**src/design/counter_status_pkg.sv**
```systemverilog
package counter_status_pkg;
    localparam int ADDR_W = 8;
    localparam int DATA_W = 32;
    localparam int COUNT_W = 24;
    localparam int NUM_COUNTERS = 2;
    localparam int NUM_OUTPUTS = 4;

    // register byte offsets
    localparam logic [7:0] CTRL_OFS = 8'h00;
    localparam logic [7:0] OUT_VALUE_OFS = 8'h04;
    localparam logic [7:0] IRQ_STATUS_OFS = 8'h08;
    localparam logic [7:0] IRQ_CLEAR_OFS = 8'h0C;
    localparam logic [7:0] IRQ_ENABLE_OFS = 8'h10;
    localparam logic [7:0] COUNT0_OFS = 8'h14;
    localparam logic [7:0] COUNT1_OFS = 8'h18;
    localparam logic [7:0] STAMP0_OFS = 8'h1C;
    localparam logic [7:0] STAMP1_OFS = 8'h20;
    localparam logic [7:0] CNT_FAULT_OFS = 8'h24;
    localparam logic [7:0] OVF_FLAGS_OFS = 8'h28;
    localparam logic [7:0] MODULE_FAULT_OFS = 8'h2C;
    localparam logic [7:0] CHANNEL_FAULT_OFS = 8'h30;

    // control register fields
    localparam int CTRL_SNAPSHOT_BIT = 0;
    localparam int CTRL_AUTO_DIR_LSB = 1;
    localparam int CTRL_MANUAL_DIR_LSB = 3;

    // overflow flag register fields
    localparam int OVF_COUNT_LSB = 0;
    localparam int OVF_STAMP_LSB = 2;

    // counter fault mask bits
    localparam logic [7:0] CNT_FAULT_UNIT = 8'h01;
    localparam logic [7:0] CNT_FAULT_COUNT_CMP = 8'h02;
    localparam logic [7:0] CNT_FAULT_STAMP_CMP = 8'h04;
    localparam logic [7:0] CNT_FAULT_RESET = 8'h08;
    localparam logic [7:0] CNT_FAULT_BITS = 8'h0F;

    // module-wide output fault mask bits
    localparam logic [15:0] MOD_FAULT_SECTION = 16'h0001;
    localparam logic [15:0] MOD_FAULT_SWITCH1 = 16'h0002;
    localparam logic [15:0] MOD_FAULT_SWITCH2 = 16'h0004;
    localparam logic [15:0] MOD_FAULT_PATTERN = 16'h0008;
    localparam logic [15:0] MOD_FAULT_READBACK = 16'h0010;
    localparam logic [15:0] MOD_FAULT_SWITCH_OFF = 16'h0020;
    localparam logic [15:0] MOD_FAULT_CHIP_SELECT = 16'h0100;
    localparam logic [15:0] MOD_FAULT_OVERCURRENT = 16'h0200;
    localparam logic [15:0] MOD_FAULT_TEMP1 = 16'h0400;
    localparam logic [15:0] MOD_FAULT_TEMP2 = 16'h0800;
    localparam logic [15:0] MOD_FAULT_UNDERVOLT = 16'h1000;
    localparam logic [15:0] MOD_FAULT_SWITCH_STATE = 16'h2000;
    localparam logic [15:0] MOD_FAULT_BITS = 16'h3F3F;
    localparam int MOD_OVERCURRENT_BIT = 9;

    // per-output fault mask bits
    localparam logic [7:0] CH_FAULT_CHANNEL = 8'h01;
    localparam logic [7:0] CH_FAULT_OVERCURRENT = 8'h02;
    localparam logic [7:0] CH_FAULT_READBACK = 8'h04;
    localparam logic [7:0] CH_FAULT_INIT = 8'h08;
    localparam logic [7:0] CH_FAULT_BITS = 8'h0F;
    localparam int CH_OVERCURRENT_BIT = 1;

    // interrupt status bits
    localparam int IRQ_W = 7;
    localparam int IRQ_COUNT_OVF_LSB = 0;
    localparam int IRQ_STAMP_OVF_LSB = 2;
    localparam int IRQ_CNT_FAULT_BIT = 4;
    localparam int IRQ_MOD_FAULT_BIT = 5;
    localparam int IRQ_CH_FAULT_BIT = 6;

    // reset values
    localparam logic [3:0] OUT_VALUE_RESET = 4'h0;
    localparam logic [IRQ_W-1:0] IRQ_ENABLE_RESET = 7'h00;
    localparam logic [1:0] AUTO_DIR_RESET = 2'h0;
    localparam logic [1:0] MANUAL_DIR_RESET = 2'h0;

    // timing
    localparam int CLK_PERIOD_NS = 40;
    localparam int STAMP_RES_NS = 1000;
    localparam int STAMP_TICK_CYCLES = (STAMP_RES_NS + CLK_PERIOD_NS - 1) / CLK_PERIOD_NS;
endpackage

```
**src/design/counter_link_if.sv**
```systemverilog
`timescale 1ns/1ns
`default_nettype none
interface counter_link_if;
    logic auto_dir;
    logic manual_dir;
    logic snapshot;
    logic in_a;
    logic in_b;
    logic [counter_status_pkg::COUNT_W-1:0] count;
    logic [counter_status_pkg::COUNT_W-1:0] stamp;
    logic count_ovf;
    logic stamp_ovf;

    modport chan (
        input auto_dir, manual_dir, snapshot, in_a, in_b,
        output count, stamp, count_ovf, stamp_ovf
    );
    modport top (
        output auto_dir, manual_dir, snapshot, in_a, in_b,
        input count, stamp, count_ovf, stamp_ovf
    );
endinterface
`default_nettype wire

```
**src/design/counter_status_top.sv**
```systemverilog
`timescale 1ns/1ns
`default_nettype none
// Contract
// - per-counter fault mask, four bits
// - 24-bit microsecond stamp, wrap flag per cycle
// - count wrap flag, false under auto direction
// - module output mask, six low and six
// - upper bits; overcurrent turns all outputs off
// - per-output fault mask, four bits
// - outputs follow the software value, each cut by its own live overcurrent trip
// - auto direction detects, else manual direction
module counter_status_top (
    // clock and reset
    input wire logic pclk,
    input wire logic presetn,
    // apb slave
    input wire logic psel,
    input wire logic penable,
    input wire logic pwrite,
    input wire logic [counter_status_pkg::ADDR_W-1:0] paddr,
    input wire logic [counter_status_pkg::DATA_W-1:0] pwdata,
    output logic [counter_status_pkg::DATA_W-1:0] prdata,
    output logic pready,
    output logic pslverr,
    // counter pins
    input wire logic [1:0] cnt_a,
    input wire logic [1:0] cnt_b,
    // fault sense pins
    input wire logic [7:0] counter_fault_in,
    input wire logic [15:0] module_fault_in,
    input wire logic [15:0] channel_fault_in,
    // outputs
    output logic [3:0] out_drive,
    output logic irq
);
    localparam int DW = counter_status_pkg::DATA_W;
    localparam int IW = counter_status_pkg::IRQ_W;

    function automatic logic [DW-1:0] word24(input logic [23:0] v);
        word24 = {8'h00, v};
    endfunction

    function automatic logic [7:0] nibble_mask(input logic [3:0] v);
        nibble_mask = {4'h0, v};
    endfunction

    counter_link_if link[2] ();

    // pin synchronisers
    logic [1:0] a_meta;
    logic [1:0] a_sync;
    logic [1:0] b_meta;
    logic [1:0] b_sync;
    logic [7:0] cf_meta;
    logic [7:0] cf_sync;
    logic [15:0] mf_meta;
    logic [15:0] mf_sync;
    logic [15:0] chf_meta;
    logic [15:0] chf_sync;

    // registers
    logic [1:0] auto_dir_enable;
    logic [1:0] manual_dir;
    logic snapshot;
    logic snapshot_d;
    logic [3:0] output_drive_value;
    logic [7:0] counter_fault_mask [2];
    logic [15:0] output_module_fault_mask;
    logic [7:0] output_channel_fault_mask [4];
    logic [IW-1:0] irq_status;
    logic [IW-1:0] irq_enable;

    // bus decode
    logic setup;
    logic wr_en;
    logic [IW-1:0] irq_clear;
    logic [IW-1:0] irq_events;
    logic [DW-1:0] next_prdata;
    logic next_pslverr;
    logic [3:0] chan_trip;

    assign setup = psel && !penable;
    assign wr_en = psel && penable && pready && pwrite;

    always_ff @(posedge pclk or negedge presetn) begin
        if (!presetn) begin
            a_meta <= 2'h0;
            a_sync <= 2'h0;
            b_meta <= 2'h0;
            b_sync <= 2'h0;
        end else begin
            a_meta <= cnt_a;
            a_sync <= a_meta;
            b_meta <= cnt_b;
            b_sync <= b_meta;
        end
    end

    always_ff @(posedge pclk or negedge presetn) begin
        if (!presetn) begin
            cf_meta <= 8'h00;
            cf_sync <= 8'h00;
            mf_meta <= 16'h0000;
            mf_sync <= 16'h0000;
            chf_meta <= 16'h0000;
            chf_sync <= 16'h0000;
        end else begin
            cf_meta <= counter_fault_in;
            cf_sync <= cf_meta;
            mf_meta <= module_fault_in;
            mf_sync <= mf_meta;
            chf_meta <= channel_fault_in;
            chf_sync <= chf_meta;
        end
    end

    genvar gi;
    generate
        for (gi = 0; gi < 2; gi++) begin : g_cnt
            assign link[gi].auto_dir = auto_dir_enable[gi];
            assign link[gi].manual_dir = manual_dir[gi];
            assign link[gi].snapshot = snapshot;
            assign link[gi].in_a = a_sync[gi];
            assign link[gi].in_b = b_sync[gi];
            counter_channel u_chan (
                .pclk(pclk),
                .presetn(presetn),
                .link(link[gi])
            );
        end
    endgenerate

    // control register; the snapshot bit marks one controller cycle
    always_ff @(posedge pclk or negedge presetn) begin
        if (!presetn) begin
            auto_dir_enable <= counter_status_pkg::AUTO_DIR_RESET;
            manual_dir <= counter_status_pkg::MANUAL_DIR_RESET;
            snapshot <= 1'b0;
        end else begin
            snapshot <= wr_en && (paddr == counter_status_pkg::CTRL_OFS)
                && pwdata[counter_status_pkg::CTRL_SNAPSHOT_BIT];
            if (wr_en && (paddr == counter_status_pkg::CTRL_OFS)) begin
                auto_dir_enable <= pwdata[counter_status_pkg::CTRL_AUTO_DIR_LSB +: 2];
                manual_dir <= pwdata[counter_status_pkg::CTRL_MANUAL_DIR_LSB +: 2];
            end
        end
    end

    always_ff @(posedge pclk or negedge presetn) begin
        if (!presetn) begin
            snapshot_d <= 1'b0;
        end else begin
            snapshot_d <= snapshot;
        end
    end

    always_ff @(posedge pclk or negedge presetn) begin
        if (!presetn) begin
            output_drive_value <= counter_status_pkg::OUT_VALUE_RESET;
        end else if (wr_en && (paddr == counter_status_pkg::OUT_VALUE_OFS)) begin
            output_drive_value <= pwdata[3:0];
        end
    end

    // fault masks are captured once per controller cycle
    always_ff @(posedge pclk or negedge presetn) begin
        if (!presetn) begin
            counter_fault_mask[0] <= 8'h00;
            counter_fault_mask[1] <= 8'h00;
            output_module_fault_mask <= 16'h0000;
        end else if (snapshot) begin
            counter_fault_mask[0] <= nibble_mask(cf_sync[3:0]) & counter_status_pkg::CNT_FAULT_BITS;
            counter_fault_mask[1] <= nibble_mask(cf_sync[7:4]) & counter_status_pkg::CNT_FAULT_BITS;
            output_module_fault_mask <= mf_sync & counter_status_pkg::MOD_FAULT_BITS;
        end
    end

    always_ff @(posedge pclk or negedge presetn) begin
        if (!presetn) begin
            for (int i = 0; i < 4; i++) begin
                output_channel_fault_mask[i] <= 8'h00;
            end
        end else if (snapshot) begin
            for (int i = 0; i < 4; i++) begin
                output_channel_fault_mask[i] <= nibble_mask(chf_sync[4*i +: 4])
                    & counter_status_pkg::CH_FAULT_BITS;
            end
        end
    end

    // live overcurrent trips cut the outputs at once; no counter path reaches them
    always_comb begin
        for (int i = 0; i < 4; i++) begin
            chan_trip[i] = chf_sync[4*i + counter_status_pkg::CH_OVERCURRENT_BIT];
        end
    end

    always_ff @(posedge pclk or negedge presetn) begin
        if (!presetn) begin
            out_drive <= 4'h0;
        end else if (mf_sync[counter_status_pkg::MOD_OVERCURRENT_BIT]) begin
            out_drive <= 4'h0;
        end else begin
            out_drive <= output_drive_value & ~chan_trip;
        end
    end

    // interrupt events, one cycle after the snapshot when the flags have settled
    always_comb begin
        irq_events = '0;
        if (snapshot_d) begin
            irq_events[counter_status_pkg::IRQ_COUNT_OVF_LSB] = link[0].count_ovf;
            irq_events[counter_status_pkg::IRQ_COUNT_OVF_LSB + 1] = link[1].count_ovf;
            irq_events[counter_status_pkg::IRQ_STAMP_OVF_LSB] = link[0].stamp_ovf;
            irq_events[counter_status_pkg::IRQ_STAMP_OVF_LSB + 1] = link[1].stamp_ovf;
            irq_events[counter_status_pkg::IRQ_CNT_FAULT_BIT] = |{counter_fault_mask[0], counter_fault_mask[1]};
            irq_events[counter_status_pkg::IRQ_MOD_FAULT_BIT] = |output_module_fault_mask;
            irq_events[counter_status_pkg::IRQ_CH_FAULT_BIT] = |{output_channel_fault_mask[0],
                output_channel_fault_mask[1], output_channel_fault_mask[2], output_channel_fault_mask[3]};
        end
    end

    assign irq_clear = (wr_en && (paddr == counter_status_pkg::IRQ_CLEAR_OFS)) ? pwdata[IW-1:0] : '0;

    // a new event wins over a clear in the same cycle
    always_ff @(posedge pclk or negedge presetn) begin
        if (!presetn) begin
            irq_status <= '0;
        end else begin
            irq_status <= (irq_status & ~irq_clear) | irq_events;
        end
    end

    always_ff @(posedge pclk or negedge presetn) begin
        if (!presetn) begin
            irq_enable <= counter_status_pkg::IRQ_ENABLE_RESET;
        end else if (wr_en && (paddr == counter_status_pkg::IRQ_ENABLE_OFS)) begin
            irq_enable <= pwdata[IW-1:0];
        end
    end

    always_ff @(posedge pclk or negedge presetn) begin
        if (!presetn) begin
            irq <= 1'b0;
        end else begin
            irq <= |(irq_status & irq_enable);
        end
    end

    // read mux, evaluated in the setup cycle and registered for the access cycle
    always_comb begin
        next_prdata = '0;
        next_pslverr = 1'b0;
        case (paddr)
            counter_status_pkg::CTRL_OFS: begin
                next_prdata[counter_status_pkg::CTRL_AUTO_DIR_LSB +: 2] = auto_dir_enable;
                next_prdata[counter_status_pkg::CTRL_MANUAL_DIR_LSB +: 2] = manual_dir;
            end
            counter_status_pkg::OUT_VALUE_OFS: next_prdata = '0;
            counter_status_pkg::IRQ_STATUS_OFS: next_prdata[IW-1:0] = irq_status;
            counter_status_pkg::IRQ_CLEAR_OFS: next_prdata = '0;
            counter_status_pkg::IRQ_ENABLE_OFS: next_prdata[IW-1:0] = irq_enable;
            counter_status_pkg::COUNT0_OFS: next_prdata = word24(link[0].count);
            counter_status_pkg::COUNT1_OFS: next_prdata = word24(link[1].count);
            counter_status_pkg::STAMP0_OFS: next_prdata = word24(link[0].stamp);
            counter_status_pkg::STAMP1_OFS: next_prdata = word24(link[1].stamp);
            counter_status_pkg::CNT_FAULT_OFS: next_prdata[15:0] = {counter_fault_mask[1], counter_fault_mask[0]};
            counter_status_pkg::OVF_FLAGS_OFS: begin
                next_prdata[counter_status_pkg::OVF_COUNT_LSB +: 2] = {link[1].count_ovf, link[0].count_ovf};
                next_prdata[counter_status_pkg::OVF_STAMP_LSB +: 2] = {link[1].stamp_ovf, link[0].stamp_ovf};
            end
            counter_status_pkg::MODULE_FAULT_OFS: next_prdata[15:0] = output_module_fault_mask;
            counter_status_pkg::CHANNEL_FAULT_OFS: next_prdata = {output_channel_fault_mask[3],
                output_channel_fault_mask[2], output_channel_fault_mask[1], output_channel_fault_mask[0]};
            default: next_pslverr = 1'b1;
        endcase
    end

    always_ff @(posedge pclk or negedge presetn) begin
        if (!presetn) begin
            prdata <= '0;
            pready <= 1'b0;
            pslverr <= 1'b0;
        end else begin
            pready <= setup;
            if (setup) begin
                prdata <= pwrite ? '0 : next_prdata;
                pslverr <= next_pslverr;
            end else begin
                prdata <= '0;
                pslverr <= 1'b0;
            end
        end
    end
endmodule
`default_nettype wire

```
**src/design/counter_channel.sv**
```systemverilog
`timescale 1ns/1ns
`default_nettype none
module counter_channel (
    // clock and reset
    input wire logic pclk,
    input wire logic presetn,
    // link to the status block
    counter_link_if.chan link
);
    localparam int W = counter_status_pkg::COUNT_W;
    localparam logic [W-1:0] MAX_VALUE = 24'hFFFFFF;
    localparam logic [W-1:0] ZERO_VALUE = 24'h000000;
    localparam logic [7:0] TICK_LAST = 8'(counter_status_pkg::STAMP_TICK_CYCLES - 1);

    logic prev_a;
    logic [7:0] tick_cnt;
    logic [W-1:0] timebase;
    logic [W-1:0] count_live;
    logic [W-1:0] stamp_live;
    logic count_wrap_seen;
    logic stamp_wrap_seen;
    logic step;
    logic down;
    logic us_tick;
    logic count_wrap;
    logic stamp_wrap;

    assign step = link.in_a && !prev_a;
    // automatic mode takes the direction from the second track
    assign down = link.auto_dir ? link.in_b : link.manual_dir;
    assign us_tick = (tick_cnt == TICK_LAST);
    assign count_wrap = step && (down ? (count_live == ZERO_VALUE) : (count_live == MAX_VALUE));
    assign stamp_wrap = us_tick && (timebase == MAX_VALUE);

    always_ff @(posedge pclk or negedge presetn) begin
        if (!presetn) begin
            prev_a <= 1'b0;
        end else begin
            prev_a <= link.in_a;
        end
    end

    always_ff @(posedge pclk or negedge presetn) begin
        if (!presetn) begin
            tick_cnt <= 8'h00;
            timebase <= ZERO_VALUE;
        end else if (us_tick) begin
            tick_cnt <= 8'h00;
            timebase <= timebase + 24'h000001;
        end else begin
            tick_cnt <= tick_cnt + 8'h01;
        end
    end

    always_ff @(posedge pclk or negedge presetn) begin
        if (!presetn) begin
            count_live <= ZERO_VALUE;
            stamp_live <= ZERO_VALUE;
        end else if (step) begin
            count_live <= down ? count_live - 24'h000001 : count_live + 24'h000001;
            stamp_live <= timebase;
        end
    end

    // wraps since the previous controller cycle; a wrap in the snapshot cycle starts the next window
    always_ff @(posedge pclk or negedge presetn) begin
        if (!presetn) begin
            count_wrap_seen <= 1'b0;
            stamp_wrap_seen <= 1'b0;
        end else if (link.snapshot) begin
            count_wrap_seen <= count_wrap;
            stamp_wrap_seen <= stamp_wrap;
        end else begin
            count_wrap_seen <= count_wrap_seen || count_wrap;
            stamp_wrap_seen <= stamp_wrap_seen || stamp_wrap;
        end
    end

    always_ff @(posedge pclk or negedge presetn) begin
        if (!presetn) begin
            link.count <= ZERO_VALUE;
            link.stamp <= ZERO_VALUE;
            link.count_ovf <= 1'b0;
            link.stamp_ovf <= 1'b0;
        end else if (link.snapshot) begin
            link.count <= count_live;
            link.stamp <= stamp_live;
            link.count_ovf <= !link.auto_dir && (count_wrap_seen || count_wrap);
            link.stamp_ovf <= stamp_wrap_seen || stamp_wrap;
        end
    end
endmodule
`default_nettype wire

```
**config.mk**
```make
export PLATFORM = sky130hd
export DESIGN_NAME = counter_status_top
export DESIGN_NICKNAME = d
export VERILOG_FILES = /design/src/design/counter_status_pkg.sv /design/src/design/counter_link_if.sv /design/src/design/counter_status_top.sv /design/src/design/counter_channel.sv
export SDC_FILE = /design/constraint.sdc
export NUM_CORES = 1
export LEC_CHECK = 0
export BUFFER_PORTS_ARGS = -buffer_cell sky130_fd_sc_hd__buf_4
export CORE_AREA = 2 2 192 194
export CTS_CLUSTER_SIZE = 10
export DETAILED_ROUTE_END_ITERATION = 8
export DIE_AREA = 0 0 194 196
export PLACE_DENSITY = 0.76
export SLEW_MARGIN = 20
export SYNTH_ARGS = -nofsm -noshare
export SYNTH_HDL_FRONTEND = slang
export SYNTH_SLANG_ARGS = --single-unit
```
**constraint.sdc**
```tcl
create_clock -name pclk -period 3.1 [get_ports pclk]
set_clock_uncertainty 0.15 [all_clocks]
set_input_delay 0.155 -clock pclk [delete_from_list [all_inputs] [get_ports pclk]]
set_output_delay 0.155 -clock pclk [all_outputs]
set_load 0.02 [all_outputs]
```
=== After elaboration in Yosys (flattened, before gate mapping) ===
Index checks and enable logic that the tools add are counted.

* Add/sub/neg operators: 8
* $mul: 0
* Div/mod/pow operators: 0
* Magnitude comparators: 0
* Equality and inequality tests: 18
* Shift-type cells: 0
* Mux-type cells: 25
* Bitwise logic cells: 6
* Reduce and logical (&&, ||, !) cells: 34

{| class="wikitable"
|+ Operators with widths
! kind !! number
|-
| adder 24 x 1 -> 24 bit, second input constant || 4
|-
| equality test 24 bit, second input constant || 4
|-
| two-way mux 32 bit || 2
|-
| case mux 9 bit (7 select lines) || 1
|-
| case mux 12 bit (5 select lines) || 1
|-
| equality test 8 x 5 -> 1 bit, second input constant || 6
|-
| zero test 24 bit || 2
|-
| two-way mux 24 bit || 2
|-
| subtractor 24 x 1 -> 24 bit, second input constant || 2
|-
| equality test 8 x 6 -> 1 bit, second input constant || 5
|-
| case mux 3 bit (11 select lines) || 1
|-
| logical AND 1 bit || 17
|-
| adder 8 x 1 -> 8 bit, second input constant || 2
|-
| equality test 8 x 4 -> 1 bit, second input constant || 2
|-
| two-way mux 8 bit || 2
|-
| OR reduction 16 bit || 1
|-
| AND 7 bit || 2
|-
| two-way mux 7 bit || 2
|-
| case mux 2 bit (7 select lines) || 1
|-
| OR reduction 13 bit || 1
|-
| OR reduction 12 bit || 1
|-
| two-way mux 1 bit || 10
|-
| case mux 1 bit (10 select lines) || 1
|-
| equality test 8 x 3 -> 1 bit, second input constant || 1
|-
| other kinds (11) || 18
|}

* Flip-flop bits (word level): 449
* Bits in latches: 0
* Bits in writable memories: 0
* Bits in read-only memories: 0
* Input bits: 89
* Word-level logic and storage cells: 142
* Memories: 0

=== Depth between registers and ports, before layout ===
* Depth in word-level cells: 8
* Depth in mapped cells: 11

=== Hierarchy ===
A second synthesis with hierarchy kept.

* Cell total of the unflattened synthesis: 1734
* Area total of the unflattened synthesis: 19760.2 µm²

{| class="wikitable"
|+ Modules (own cells, without submodules)
! module !! instances !! cells an instance !! area an instance (µm²) !! seq. area each (µm²)
|-
| counter_channel || 2 || 604 || 6419.9 || 3328.2
|-
| counter_status_top || 1 || 526 || 6920.4 || 4379.2
|}

=== Worst setup path before layout ===
Ideal clock, no wire load.

* Path type: flip-flop to flip-flop
* Start point: reg auto_dir_enable[1]
* End point: reg g_cnt[1].u_chan.count_live[22]
* Library setup time: 126 ps
* Arrival time: 2972 ps
* Data required time: 2824 ps
* Slack: -148 ps
* Stages on the path, launching flop included: 12
* Buffers on the path: 1
* Path through: dfrtp_1 > mux2i_1 > inv_1 > ha_1 > clkbuf_1 > o21a_1 > a21oi_2 > o21a_1 > o21ai_0 > mux2i_1 > o41ai_1 > a221o_1

* Word-level cells in the longest chain between the ends: 2

{| class="wikitable"
|+ RTL lines
! element !! line !! source
|-
| from (decl) || counter_status_top.sv:62 || <nowiki>logic [1:0] auto_dir_enable;</nowiki>
|-
| from (signal assigned) || counter_status_top.sv:136 || <nowiki>auto_dir_enable <= counter_status_pkg::AUTO_DIR_RESET;</nowiki>
|-
| from (signal assigned) || counter_status_top.sv:143 || <nowiki>auto_dir_enable <= pwdata[counter_status_pkg::CTRL_AUTO_DIR_LSB +: 2];</nowiki>
|-
| two-way mux 1 bit || counter_channel.sv:30 || <nowiki>assign down = link.auto_dir ? link.in_b : link.manual_dir;</nowiki>
|-
| two-way mux 24 bit || counter_channel.sv:60 || <nowiki>count_live <= down ? count_live - 24'h000001 : count_live + 24'h000001;</nowiki>
|-
| to (signal assigned) || counter_channel.sv:60 ||
|-
| to (decl) || counter_channel.sv:18 || <nowiki>logic [W-1:0] count_live;</nowiki>
|}

No other way between the ends.
A chain may end at the register's enable or synchronous reset.

=== Worst setup path in the final report ===
* Start point: reg auto_dir_enable[1]
* End point: reg g_cnt[1].u_chan.count_live[16]

The elaborated chain is that of the path after synthesis.

==> impl_metrics.yaml <==
finish:
  fill_cells: 2678
  seq_area_um2: 11000
  final_util_pct: 64.9
  drive_gt1_share_pct: 23.4
  multiInputGateArea_um2: 8230
  area_growth_syn_to_layout_pct: 20.0
  final_nets: 2048
  n_antenna_cell: 0
  final_cell_area_um2: 23400
placed_design:
  post-place-ws_ps: -198
  dp_hpwl_um: 35300
  io_buffers: 94
  place_area_um2: 21100
  gp_congestion: 0.944
critical_path:
  cp_slowest_cell: "a311oi_4"
  rr_startpoint: "auto_dir_enable[1]"
  critPathMaxStageDelay_ps: 430
  cp_max_fo: 6
  critPathTopFamily: "compound AO/OA/AOI/OAI gates"
  arrival_ps: 3300
  ff2ff_setup_slack_ps: 100
  endpoint: "g_cnt[1].u_chan.count_live[16]"
  worstRegToRegCells: 11
  crit_chain: "mux2i_4 -> clkinv_4 -> ha_2 -> a21o_1 -> a21oi_2 -> a21oi_2 -> o21ai_2 -> a311oi_4 -> buf_4 -> a311o_1 -> nand3_1"
  critPathBufInv: 2
  setup.worst_path.start: "auto_dir_enable[1]"
  reg2reg_to: "g_cnt[1].u_chan.count_live[16]"
  worstSetupPathDepth: 11
  start_kind: "register"
  worstSetupPathType: "register to register"
  crit_path_end_kind: "register"
  cp.required_ps: 3400
  crit_path_frequent_cell: "a21oi_2"
yosys:
  synthTopCellsByArea: "dfrtp_1 57%, mux2_2 8.8%, nand2_1 5.2%"
  ys_types: 89
  ys_seq_area_share_pct: 56.5
  syn_avg_cell_area_um2: 11.5
  synth_fa_ha_area_share_pct: 3.41
  synth_seq_cells: 441
  synth_top_flop_cell: "dfrtp_1"
  syn_inst: 1702
  synth_xor_area_share_pct: 4.17
  yosysMostFrequentCell: "dfrtp_1"
  netlist_area_um2: 19500
  yosys.area_share.simple_pct: 13.2
  synth_edf_count: 0
  yosysTopAreaCellShare_pct: 56.5
  yosys_warnings: 0
  synth-compound-area-share_pct: 10.8
  synth-async-reset-ratio_pct: 100
  muxShareOfSynthArea_pct: 9.42
  yosysTopAreaCell: "dfrtp_1"
  synth_top_family_by_area: "simple AND/OR/NAND/NOR gates"
  synthTopCellsByCount: "441 x dfrtp_1, 271 x nand2_1, 152 x mux2_2"
floorplanning:
  initial_core_util_pct: 54.1
  coreArea_um2: 36100
  die_w_um: 194
  die_height_um: 196
  ios: 128
  die_area_um2: 38000
  rows: 70
global_route:
  grt_pass1_wl_um: 81700
  track_usage_pct: 27.5
  first_global_vias: 14600
  grt_overflow: 0
  grt_max_degree: 100
  antenna_found_initial: 0
route:
  drt_pass1_iterations: 6
  drc: 0
  wl_per_cell_um: 21.7
  via_per_inst: 6.06
  drt-total-wl_um: 51800
  initialDrtViolationCount: 1223
  vias: 14500
  final_antenna_net_count: 0
cts:
  numClockSinks: 441
  cts_max_level: 2
  path_clk_slew_ps: 50
  clockBufferDepth: 3
  cts-buffers-inserted: 51
  cts_root_buffer: "clkbuf_16"
  cts_tree: "yes"
  clock_latency_ps: 600
power:
  p_per_area_nw_per_um2: 548
  vdd_drop_max_v: 0.000479
  p_leak_uw: 0.0110
timing:
  timing.final.crit_period_ps: 3000
  max_freq_ghz: 0.333
  tightest_slew_ps: 945
  tns_ps: 0
  final.setup.worst_slack_ps: 98.1
  rsz0062_at_grt: "yes"
  setup_viol: 0
  relSlewSlack_pct: 37.0
  slew_viol_final: 0
  post-route-period-util_pct: 96.8
  hold_viol_final: 0
run_status:
  status: "finished clean"
hold_path:
  min_path_type: "primary input to register"
run:
  maxCapViolCount: 0
==> per-layer routing <==
layer	global-route usage, %	up-vias	part of all wire, %
li1	-	6507	-
met1	38.0	7243	42
met2	43.1	565	47
met3	5.33	137	7.0
met4	11.0	0	3.9
met5	0	-	0
==> worst min-delay path: stages <==
cell     delay, ps
buf_4          190
nor2b_1        180
nor4_1          70
nor3_1         110
==> cells by family after synthesis <==
group | Yosys count
adders and majority gates | 52
buffers and inverters | 99
xor gates and xnor gates | 93
and+or+nand+nor | 548
DFF | 441
AOI/OAI and AO/OA | 307
muxes | 161
other | 1
==> final cells by class <==
type                       instances  area share [%]
sequential                       441            47.1
multi-input combinational       1165            35.1
timing repair buffer             225            8.53
clock buffer                      55            5.51
tap                              468            2.50
clock inverter                     7           0.796
inverter                          21           0.358
timing repair inverter             2          0.0534
==> metrics by stage <==
step                power (uW)  hold slack [ps]  cells
finish                   12800             32.0   2384
CTS                      12900             1.92   2377
global route             13300             42.5   2384
global placement          7240              114   2258
floorplan                 6750             -291   1705
detailed placement        7260              115   2258
==> how the worst min path moves through the flow <==
stage	start	depth (start not counted)	slack [ps]	to
floorplan	presetn	0	-290	a_meta[0]
finish	paddr[2]	4	30	pslverr
CTS	paddr[2]	5	2	prdata[2]
detailed placement	channel_fault_in[8]	1	120	chf_meta[8]
global route	channel_fault_in[0]	2	40	chf_meta[0]
global placement	module_fault_in[11]	1	110	mf_meta[11]
==> timing repair <==
| action | in CTS | in global routing |
|---|---|---|
| endpoints found under the setup margin | 13 | 17 |
| cloned | 0 | 2 |
| endpoints found under the hold margin | 168 | 0 |
| buffers inserted | 0 | 5 |
| resized for setup | 5 | 45 |
| hold buffers | 57 | 0 |
| pin swaps | 0 | 7 |
==> state kept, by name, indices dropped and copies added (netlist names), 4 cells and up <==
signal and count:
g_cnt.u_chan.count_live 48, g_cnt.u_chan.link.count 48, g_cnt.u_chan.link.stamp 48, g_cnt.u_chan.stamp_live 48, g_cnt.u_chan.timebase 48, prdata 28, chf_meta 16, chf_sync 16
g_cnt.u_chan.tick_cnt 16, output_channel_fault_mask 16, mf_meta 12, mf_sync 12, output_module_fault_mask 12, cf_meta 8, cf_sync 8, counter_fault_mask 8
irq_enable 7, irq_status 7, out_drive 4, output_drive_value 4
==> cells in the final DEF, fill, tap and decap left out, types with 9 or more instances in the layout <==
cell	n
dfrtp_1	439
nand2_1	271
buf_4	153
mux2_2	152
xnor2_1	63
nor2_1	62
o21ai_0	61
dlygate4sd3_1	57
clkbuf_16	51
a21oi_1	50
nand3_1	49
a22oi_1	43
nand4_1	36
ha_1	36
xor2_1	30
nor4_1	28
nor3_1	22
a31oi_1	22
and3_1	20
inv_1	19
a21o_1	15
buf_12	12
nand2b_1	11
a21oi_2	10
ha_2	10
o21a_1	9
==> power breakdown <==
group	internal (uW)	total, uW	switching [uW]
combinational	486	1120	638
clock	3270	5540	2260
sequential	5940	6180	242
(Power assumes the default switching activity.)
